--- src/rtl/cacr_params.svh ---
`ifndef CACR_PARAMS_SVH
`define CACR_PARAMS_SVH

`define CACR_ADDR_CNT_LO   8'hf9
`define CACR_ADDR_CNT_HI   8'hfa
`define CACR_ADDR_CAP0_LO  8'hfb
`define CACR_ADDR_CAP0_HI  8'hfc
`define CACR_ADDR_CAP1_LO  8'he9
`define CACR_ADDR_CAP1_HI  8'hea
`define CACR_ADDR_CAP2_LO  8'heb
`define CACR_ADDR_CAP2_HI  8'hec
`define CACR_ADDR_MODE0    8'hda
`define CACR_ADDR_MODE1    8'hdb
`define CACR_ADDR_MODE2    8'hdc

`define CACR_CMP_EN_BIT    6
`define CACR_WDOG_MODULE   2

`define CACR_RST_BYTE      8'h00
`define CACR_RST_WORD      16'h0000
`define CACR_UNMAPPED_RD   8'h00

`endif

--- src/rtl/cacr_pkg.sv ---
package cacr_pkg;

  localparam int NUM_MODULES = 3;

  typedef struct packed {
    logic [7:0] addr;
    logic       wr;
    logic       rd;
    logic [7:0] wdata;
  } cacr_sfr_req_t;

  typedef struct packed {
    logic [15:0]                  counter;
    logic [7:0]                   snap;
    logic [NUM_MODULES-1:0][15:0] cap;
    logic [NUM_MODULES-1:0][7:0]  mode;
    logic [7:0]                   rdata;
  } cacr_state_t;

endpackage : cacr_pkg

--- src/rtl/cacr_top.sv ---
// Notes on behaviour
// - Counter bits 7:0 are a read/write byte at address 0xF9.
// - Counter bits 15:8 are a read/write byte at address 0xFA.
// - High byte reads return a snapshot loaded only on low byte reads.
// - Low byte writes are dropped while the watchdog is enabled.
// - High byte writes are dropped while the watchdog is enabled.
// - Three 16-bit capture values; low bytes at 0xFB, 0xE9, 0xEB.
// - Capture high bytes sit at 0xFC, 0xEA, 0xEC.
// - Writing a capture low byte clears that module's compare enable.
// - Writing a capture high byte sets that module's compare enable.
// - Watchdog enabled: module 2 mode register cannot be modified.
// - Mode bit 6 is the compare enable touched by capture writes.
`timescale 1ns/1ps
`include "cacr_params.svh"

module cacr_top (
  input  wire logic                  core_clk,
  input  wire logic                  rst_b,
  input  wire cacr_pkg::cacr_sfr_req_t sfr_req,
  input  wire logic                  watchdog_enable_bit,
  input  wire logic                  count_tick,
  output logic [7:0]                 sfr_rdata,
  output logic [15:0]                counter_value,
  output logic [2:0][15:0]           module_capture_value,
  output logic [2:0][7:0]            module_mode,
  output logic [2:0]                 compare_function_enable
);

  localparam int NM = cacr_pkg::NUM_MODULES;
  localparam int CB = `CACR_CMP_EN_BIT;
  localparam int WM = `CACR_WDOG_MODULE;

  localparam logic [NM-1:0][7:0] CAP_LO_ADDR = {
    `CACR_ADDR_CAP2_LO, `CACR_ADDR_CAP1_LO, `CACR_ADDR_CAP0_LO};
  localparam logic [NM-1:0][7:0] CAP_HI_ADDR = {
    `CACR_ADDR_CAP2_HI, `CACR_ADDR_CAP1_HI, `CACR_ADDR_CAP0_HI};
  localparam logic [NM-1:0][7:0] MODE_ADDR = {
    `CACR_ADDR_MODE2, `CACR_ADDR_MODE1, `CACR_ADDR_MODE0};

  cacr_pkg::cacr_state_t state_q;
  cacr_pkg::cacr_state_t state_d;

  function automatic logic wr_hit(input cacr_pkg::cacr_sfr_req_t r,
                                  input logic [7:0] a);
    wr_hit = r.wr && (r.addr == a);
  endfunction : wr_hit

  function automatic logic rd_hit(input cacr_pkg::cacr_sfr_req_t r,
                                  input logic [7:0] a);
    rd_hit = r.rd && (r.addr == a);
  endfunction : rd_hit

  ////////////////////////////////////////////////////////////////////////
  // Next state

  always_comb begin
    state_d = state_q;
    // Count first so a software load in the same cycle takes priority
    if (count_tick) begin
      state_d.counter = state_q.counter + 16'h0001;
    end
    if (wr_hit(sfr_req, `CACR_ADDR_CNT_LO) && !watchdog_enable_bit) begin
      state_d.counter[7:0] = sfr_req.wdata;
    end
    if (wr_hit(sfr_req, `CACR_ADDR_CNT_HI) && !watchdog_enable_bit) begin
      state_d.counter[15:8] = sfr_req.wdata;
    end
    // Snapshot keeps a 16-bit read coherent across two byte reads
    if (rd_hit(sfr_req, `CACR_ADDR_CNT_LO)) begin
      state_d.snap = state_q.counter[15:8];
    end
    for (int m = 0; m < NM; m++) begin
      if (wr_hit(sfr_req, MODE_ADDR[m])
          && !(m == WM && watchdog_enable_bit)) begin
        state_d.mode[m] = sfr_req.wdata;
      end
      if (wr_hit(sfr_req, CAP_LO_ADDR[m])) begin
        state_d.cap[m][7:0] = sfr_req.wdata;
        // Watchdog lock also shields module 2 from the side effect
        if (!(m == WM && watchdog_enable_bit)) begin
          state_d.mode[m][CB] = 1'b0;
        end
      end
      if (wr_hit(sfr_req, CAP_HI_ADDR[m])) begin
        state_d.cap[m][15:8] = sfr_req.wdata;
        if (!(m == WM && watchdog_enable_bit)) begin
          state_d.mode[m][CB] = 1'b1;
        end
      end
    end
    if (sfr_req.rd) begin
      state_d.rdata = `CACR_UNMAPPED_RD;
      case (sfr_req.addr)
        `CACR_ADDR_CNT_LO: state_d.rdata = state_q.counter[7:0];
        `CACR_ADDR_CNT_HI: state_d.rdata = state_q.snap;
        default: begin
          for (int m = 0; m < NM; m++) begin
            if (sfr_req.addr == CAP_LO_ADDR[m]) begin
              state_d.rdata = state_q.cap[m][7:0];
            end
            if (sfr_req.addr == CAP_HI_ADDR[m]) begin
              state_d.rdata = state_q.cap[m][15:8];
            end
            if (sfr_req.addr == MODE_ADDR[m]) begin
              state_d.rdata = state_q.mode[m];
            end
          end
        end
      endcase
    end
  end

  ////////////////////////////////////////////////////////////////////////
  // State register

  always_ff @(posedge core_clk or negedge rst_b) begin
    if (!rst_b) begin
      state_q.counter <= `CACR_RST_WORD;
      state_q.snap    <= `CACR_RST_BYTE;
      state_q.cap     <= {NM{`CACR_RST_WORD}};
      state_q.mode    <= {NM{`CACR_RST_BYTE}};
      state_q.rdata   <= `CACR_RST_BYTE;
    end else begin
      state_q <= state_d;
    end
  end

  assign sfr_rdata            = state_q.rdata;
  assign counter_value        = state_q.counter;
  assign module_capture_value = state_q.cap;
  assign module_mode          = state_q.mode;

  always_comb begin
    for (int m = 0; m < NM; m++) begin
      compare_function_enable[m] = state_q.mode[m][CB];
    end
  end

  for (genvar g = 0; g < NM; g++) begin : g_chk

  end
endmodule : cacr_top

--- config.mk ---
export PLATFORM = sky130hd
export DESIGN_NAME = cacr_top
export DESIGN_NICKNAME = d
export VERILOG_FILES = /design/src/rtl/cacr_pkg.sv /design/src/rtl/cacr_top.sv
export VERILOG_INCLUDE_DIRS = /design/src /design/src/rtl
export SDC_FILE = /design/constraint.sdc
export NUM_CORES = 1
export LEC_CHECK = 0
export BUFFER_PORTS_ARGS = -buffer_cell sky130_fd_sc_hd__buf_2
export CAP_MARGIN = 20
export CELL_PAD_IN_SITES_DETAIL_PLACEMENT = 0
export CELL_PAD_IN_SITES_GLOBAL_PLACEMENT = 2
export CORE_ASPECT_RATIO = 1.4
export CORE_MARGIN = 2
export CORE_UTILIZATION = 39
export CTS_BUF_LIST = sky130_fd_sc_hd__clkbuf_2 sky130_fd_sc_hd__clkbuf_4 sky130_fd_sc_hd__clkbuf_8
export DETAILED_ROUTE_END_ITERATION = 16
export HOLD_SLACK_MARGIN = 0.03
export PLACE_DENSITY_LB_ADDON = 0.15
export SYNTH_ARGS = -nofsm -noshare
export SYNTH_HDL_FRONTEND = slang
export SYNTH_SLANG_ARGS = --single-unit
--- constraint.sdc ---
create_clock -name core_clk -period 2.7 [get_ports core_clk]
set_input_delay 0.27 -clock core_clk [delete_from_list [all_inputs] [get_ports core_clk]]
set_output_delay 0.27 -clock core_clk [all_outputs]
set_load 0.01 [all_outputs]
==> results.json, run 1 <==
{
  "status": "completed",
  "async_flop_share": 1.00,
  "fin_skew_ps": 9.91,
  "ys_seq_area_frac": 0.427,
  "crit_chain": "buf_2 > and4bb_1 > nand3_1 > mux2_2",
  "drv_slew": 0,
  "cts-buffers-inserted": 9,
  "synth-main-ff-cell": "dfrtp_1",
  "netlist_area_um2": 6090,
  "worst_ep_required_time_ps": 2960,
  "root_buffer": "clkbuf_8",
  "drt-initial-drc-count": 227,
  "yosysTopAreaCell": "dfrtp_1",
  "drive_above_1_share": 0.420,
  "tns_ps": 0,
  "avgSynthCellArea_um2": 10.8,
  "place_hpwl_mm": 13.2,
  "critPathKind": "in2reg",
  "die_h_um": 152,
  "post-place-ws_ps": 328,
  "grt_pass1_vias": 4394,
  "via_per_inst": 5.50,
  "fin_ws_ps": 748,
  "antenna_found_initial": 0,
  "die_area_um2": 16600,
  "ys_ff_latch": 104,
  "arrival_ps": 2210,
  "fp.dieW_um": 110,
  "vdd_ir_drop_max_uv": 325,
  "wl_per_cell_um": 23.2,
  "diodes": 0,
  "syn_inst": 564,
  "timing.fmax_mhz": 512,
  "worstReg2RegEnd": "counter_value[11]$_DFFE_PN0P_",
  "clockBufferDepth": 2,
  "final_antenna_net_count": 0,
  "whs_path_depth": 2,
  "wl_mm": 17.9,
  "r2r_slack_ps": 770,
  "area_growth_pct": 2.98,
  "port_buffers": 120,
  "hp-start": "watchdog_enable_bit",
  "path_clk_slew_ps": 90,
  "fin_crit_ps": 1950,
  "power.density_nw_per_um2": 559,
  "route.detailed.drc": 0,
  "end_kind": "register",
  "synth_cell_types": 54,
  "post_cts_resized": 0,
  "ff2ff_path_depth": 5,
  "synth_most_common_cell": "dfrtp_1",
  "rsz0062_at_grt": "false",
  "cts.sinks": 104,
  "htree_levels": 3,
  "setup_viol": 0,
  "fin_hold_ws_ps": 112,
  "globalplace.congestion": 0.794,
  "relSlewSlack": 0.472,
  "track_usage": 0.223,
  "syn-num-nets": 587,
  "yosysWarnings": 0,
  "drv.max_cap_violation_count": 0,
  "fin_nets": 594,
  "path_delay_family": "simple AND/OR/NAND/NOR gates",
  "reg2reg_from": "counter_value[0]$_DFFE_PN0P_",
  "crit_buf_inv": 1,
  "max_stage_delay_ps": 810,
  "hold_viol": 0,
  "period_share": 0.723,
  "synthTopCellsByCount": "104 x dfrtp_1, 103 x buf_4, 79 x mux2_2, 27 x nand2_1, 23 x o21ai_0",
  "synth_top_area_share": 0.427,
  "ff_latch_area_um2": 2600,
  "overflow": 0,
  "synth-edff-count": 0,
  "first_pass_iters": 7,
  "hold_path_end": "compare_function_enable[2]$_DFF_PN0_",
  "path_max_fanout": 19,
  "slowest_stage": "and4bb_1",
  "clk_latency_ps": 380,
  "synth_area_leaders": "dfrtp_1 43%, mux2_2 15%, buf_4 13%",
  "grt_max_degree": 44,
  "n_fill_cell": 1545,
  "cts_tree": "yes",
  "leakagePower_uw": 0.00315,
  "hold_class": "in2reg",
  "worst_pin_slew_ps": 792,
  "row_count": 54,
  "io_pins": 121,
  "multiInputGateArea_um2": 2510,
  "cp-start-kind": "input port",
  "initial_utilization": 0.395,
  "grt_first_pass_wirelength_mm": 27.3,
  "vias": 4236,
  "core_area_um2": 15400
}
==> what timing repair did <==
item	CTS	global route
setup buffers	0	0
endpoints found under the setup margin	0	0
hold buffers	1	0
hold endpoints to repair	40	0
==> flip-flops by register name, indices dropped and copies added, names as in the netlist <==
name                     cells
state_q                      8
module_mode                 21
compare_function_enable      3
counter_value               16
module_capture_value        48
sfr_rdata                    8
==> through the flow <==
stage          std cells  area (um2)   util  power (uW)
3_5_place_dp         755        6050  0.393        2450
2_1_floorplan        564        6090      -        2310
6_report             770        6270  0.407        3510
3_3_place_gp         755        6050  0.393        2440
5_1_grt              770        6270  0.407        3670
4_1_cts              770        6270  0.407        3530
==> worst max-delay path by stage <==
stage                start                                   end  slack (ps)  cells past startpoint
2_1_floorplan  sfr_req[17]              sfr_rdata[0]$_DFFE_PN0P_        1080                      8
3_3_place_gp   sfr_req[10]  module_capture_value[41]$_DFFE_PN0P_         360                      4
3_5_place_dp   sfr_req[10]  module_capture_value[41]$_DFFE_PN0P_         330                      4
4_1_cts        sfr_req[10]  module_capture_value[44]$_DFFE_PN0P_         720                      4
5_1_grt        sfr_req[10]  module_capture_value[45]$_DFFE_PN0P_         620                      4
6_report       sfr_req[10]  module_capture_value[44]$_DFFE_PN0P_         750                      4
==> layer usage <==
layer,vias to the layer above,wire length [um],GRT usage
met2,120,9680,0.402
met5,-,0,0
li1,1932,-,-
met3,28,697,0.0292
met4,0,452,0.0723
met1,2156,7060,0.269
==> layout make-up <==
cell class,count,area share
Timing Repair Buffer,131,0.110
Sequential cell,104,0.415
Clock inverter,3,0.0108
Tap cell,196,0.0391
Clock buffer,11,0.0231
Inverter,2,0.00120
Multi-Input combinational cell,323,0.401
==> worst reg2reg max path: cells and delay by family (launching register included) <==
kind | cells | cell delay [ps]
and+or+nand+nor | 3 | 1050
DFF | 1 | 500
xor gates and xnor gates | 1 | 180
AOI/OAI and AO/OA | 1 | 140
==> cells in the final DEF, fill, tap and decap left out, drive strengths merged, types with 3 or more instances in the layout <==
master / netlist / layout
xor2: 10 / 10
o21a: 7 / 7
clkbuf: 5 / 11
a22o: 4 / 4
nand4: 4 / 4
o21ai: 28 / 28
o2bb2ai: 4 / 4
o2111ai: 4 / 4
nand2: 28 / 28
nor2: 17 / 17
o22ai: 5 / 5
dfrtp: 104 / 104
a21o: 4 / 4
or2: 3 / 3
a221oi: 5 / 5
a221o: 3 / 3
xnor2: 5 / 5
a32o: 4 / 4
buf: 130 / 130
mux2: 79 / 79
nand4b: 4 / 4
nand3: 25 / 25
a21oi: 14 / 14
and3: 7 / 7
nand2b: 6 / 6
a22oi: 11 / 11
nor2b: 8 / 8
and4b: 3 / 3
a31oi: 5 / 5
a222oi: 4 / 4
o31ai: 3 / 3
==> cells by family after synthesis <==
family	Yosys count	synth area share
adder cells (fa/ha/maj)	1	0.00205
multiplexers	80	0.148
AO/OA/AOI/OAI	107	0.125
flip-flops	104	0.427
AND/OR/NAND/NOR	120	0.117
XOR/XNOR	15	0.0216
buffers and inverters	137	0.160
==> report_power, final <==
group	switching (uW)	internal (uW)
Combinational	323	241
Sequential	178	1670
Clock	541	549
Total	1040	2460
(Power assumes the default switching activity.)
==> inputs of run 2 (changes only) <==
CORE_UTILIZATION = 33   (was 39)
clock period = 1.6 ns   (was 2.7 ns; I/O delays follow)
==> results.json, run 2 (same netlist as run 1, synthesis figures left out) <==
{
  "leakagePower_uw": 0.00343,
  "post-place-ws_ps": -221,
  "timing.fmax_mhz": 667,
  "worst_ep_required_time_ps": 1850,
  "place_hpwl_mm": 14.0,
  "row_count": 58,
  "busiest_layer": "met2",
  "p_comb_frac": 0.218,
  "worst_pin_slew_ps": 603,
  "path_max_fanout": 3,
  "fp.dieW_um": 119,
  "grt_first_pass_wirelength_mm": 28.1,
  "globalplace.congestion": 0.847,
  "die_area_um2": 19600,
  "wl_per_cell_um": 21.1,
  "fin_skew_ps": 10.9,
  "port_buffers": 120,
  "first_pass_iters": 5,
  "route.detailed.drc": 0,
  "diodes": 0,
  "initial_utilization": 0.338,
  "overflow": 0,
  "mostFrequentLayoutCell": "buf_2",
  "cp-start-kind": "register",
  "fin_nets": 649,
  "critPathKind": "reg2reg",
  "status": "completed",
  "hold_class": "in2reg",
  "track_usage": 0.190,
  "grt_pass1_vias": 4637,
  "end_kind": "register",
  "fin_hold_ws_ps": 137,
  "max_stage_delay_ps": 440,
  "fin_cells": 871,
  "crit_chain": "and3b_1 > o2111ai_1 > o211ai_1 > o21ai_0 > a31oi_1",
  "cts_tree": "yes",
  "grtUsageMet2": 0.356,
  "io_pins": 121,
  "drv.max_cap_violation_count": 0,
  "via_per_inst": 5.04,
  "setup_viol": 0,
  "cts.sinks": 104,
  "path_clk_slew_ps": 110,
  "final_antenna_net_count": 0,
  "met3_usage": 0.0242,
  "slowest_stage": "dfrtp_1",
  "relSlewSlack": 0.598,
  "vdd_ir_drop_max_uv": 662,
  "n_fill_cell": 1885,
  "fin_ws_ps": 102,
  "clockBufferDepth": 2,
  "p_clk_frac": 0.272,
  "power.density_nw_per_um2": 866,
  "p_int_uw": 3980,
  "grt_max_degree": 105,
  "largest_register_ffs": 48,
  "core_area_um2": 18000,
  "use_met1": 0.230,
  "path_delay_family": "compound AO/OA/AOI/OAI gates",
  "fin_crit_ps": 1500,
  "final_cell_mix": "119 x buf_2, 104 x dfrtp_1, 79 x mux2_2, 59 x buf_4, 26 x nand2_1",
  "area_growth_pct": 11.7,
  "r2r_slack_ps": 100,
  "drt-initial-drc-count": 259,
  "vias": 4389,
  "root_buffer": "clkbuf_8",
  "wl_mm": 18.4,
  "drive_above_1_share": 0.475,
  "dp.cells": 850,
  "hold_viol": 0,
  "period_share": 0.936,
  "arrival_ps": 1750,
  "swShare": 0.324,
  "cts-buffers-inserted": 9,
  "drv_slew": 0,
  "die_h_um": 165,
  "antenna_found_initial": 0,
  "crit_buf_inv": 0,
  "htree_levels": 3,
  "seqPwrFrac": 0.510,
  "clk_latency_ps": 370,
  "p_sw_uw": 1910
}
run 2: worst paths after layout:
check	start	to	cells after the start
max	module_mode[13]$_DFFE_PN0P_	sfr_rdata[5]$_DFFE_PN0P_	5
min	count_tick	counter_value[0]$_DFFE_PN0P_	3
max reg2reg	module_mode[13]$_DFFE_PN0P_	sfr_rdata[5]$_DFFE_PN0P_	5
min reg2reg	state_q[85]$_DFFE_PN0P_	state_q[85]$_DFFE_PN0P_	1
max in group asynchronous	rst_b	module_capture_value[35]$_DFFE_PN0P_	3
min in group asynchronous	rst_b	module_capture_value[24]$_DFFE_PN0P_	3
run 2: worst reg2reg max path, stage by stage, from the launching register on:
cell       delay (ps)
dfrtp_1           440
and3b_1           200
o2111ai_1         240
o211ai_1          140
o21ai_0           230
a31oi_1           120
run 2: stage by stage:
step                 util  setup TNS, ps  cell area [um2]  total power [uW]
finish              0.378              0             6800              5890
global route        0.378          -22.7             6800              6200
CTS                 0.377              0             6780              5970
detailed placement  0.365          -6570             6560              4320
global placement    0.365          -5720             6560              4310
floorplan               -              0             6090              3890
run 2: layer usage:
metal  wire length, um  vias up
met2              9920       95
met1              7680     2226
met5                 0        -
met4               310        0
li1                  -     2051
met3               499       17
run 2: power by group through the flow:
stage               sequential, uW  combinational [uW]  clock (uW)
floorplan                     3040                 848           0
global placement              3050                1260           0
detailed placement            3060                1270           0
CTS                           3000                1300        1670
global route                  3030                1410        1760
finish                        3000                1280        1610
run 2: layout make-up:
cell class / instances / area [um2] / area share
Sequential cell: 104 / 2600 / 0.383
Multi-Input combinational cell: 323 / 2530 / 0.372
Timing Repair Buffer: 186 / 1180 / 0.173
Tap cell: 240 / 300 / 0.0441
Clock buffer: 9 / 124 / 0.0182
Clock inverter: 7 / 56.3 / 0.00828
Inverter: 2 / 7.51 / 0.00110
run 2: what timing repair did:
item	in CTS	in global routing
pin swaps	1	3
gates resized for setup	3	2
endpoints found under the setup margin	2	7
gates cloned	0	0
setup buffers	0	3
hold endpoints to repair	105	0
hold buffers	2	0
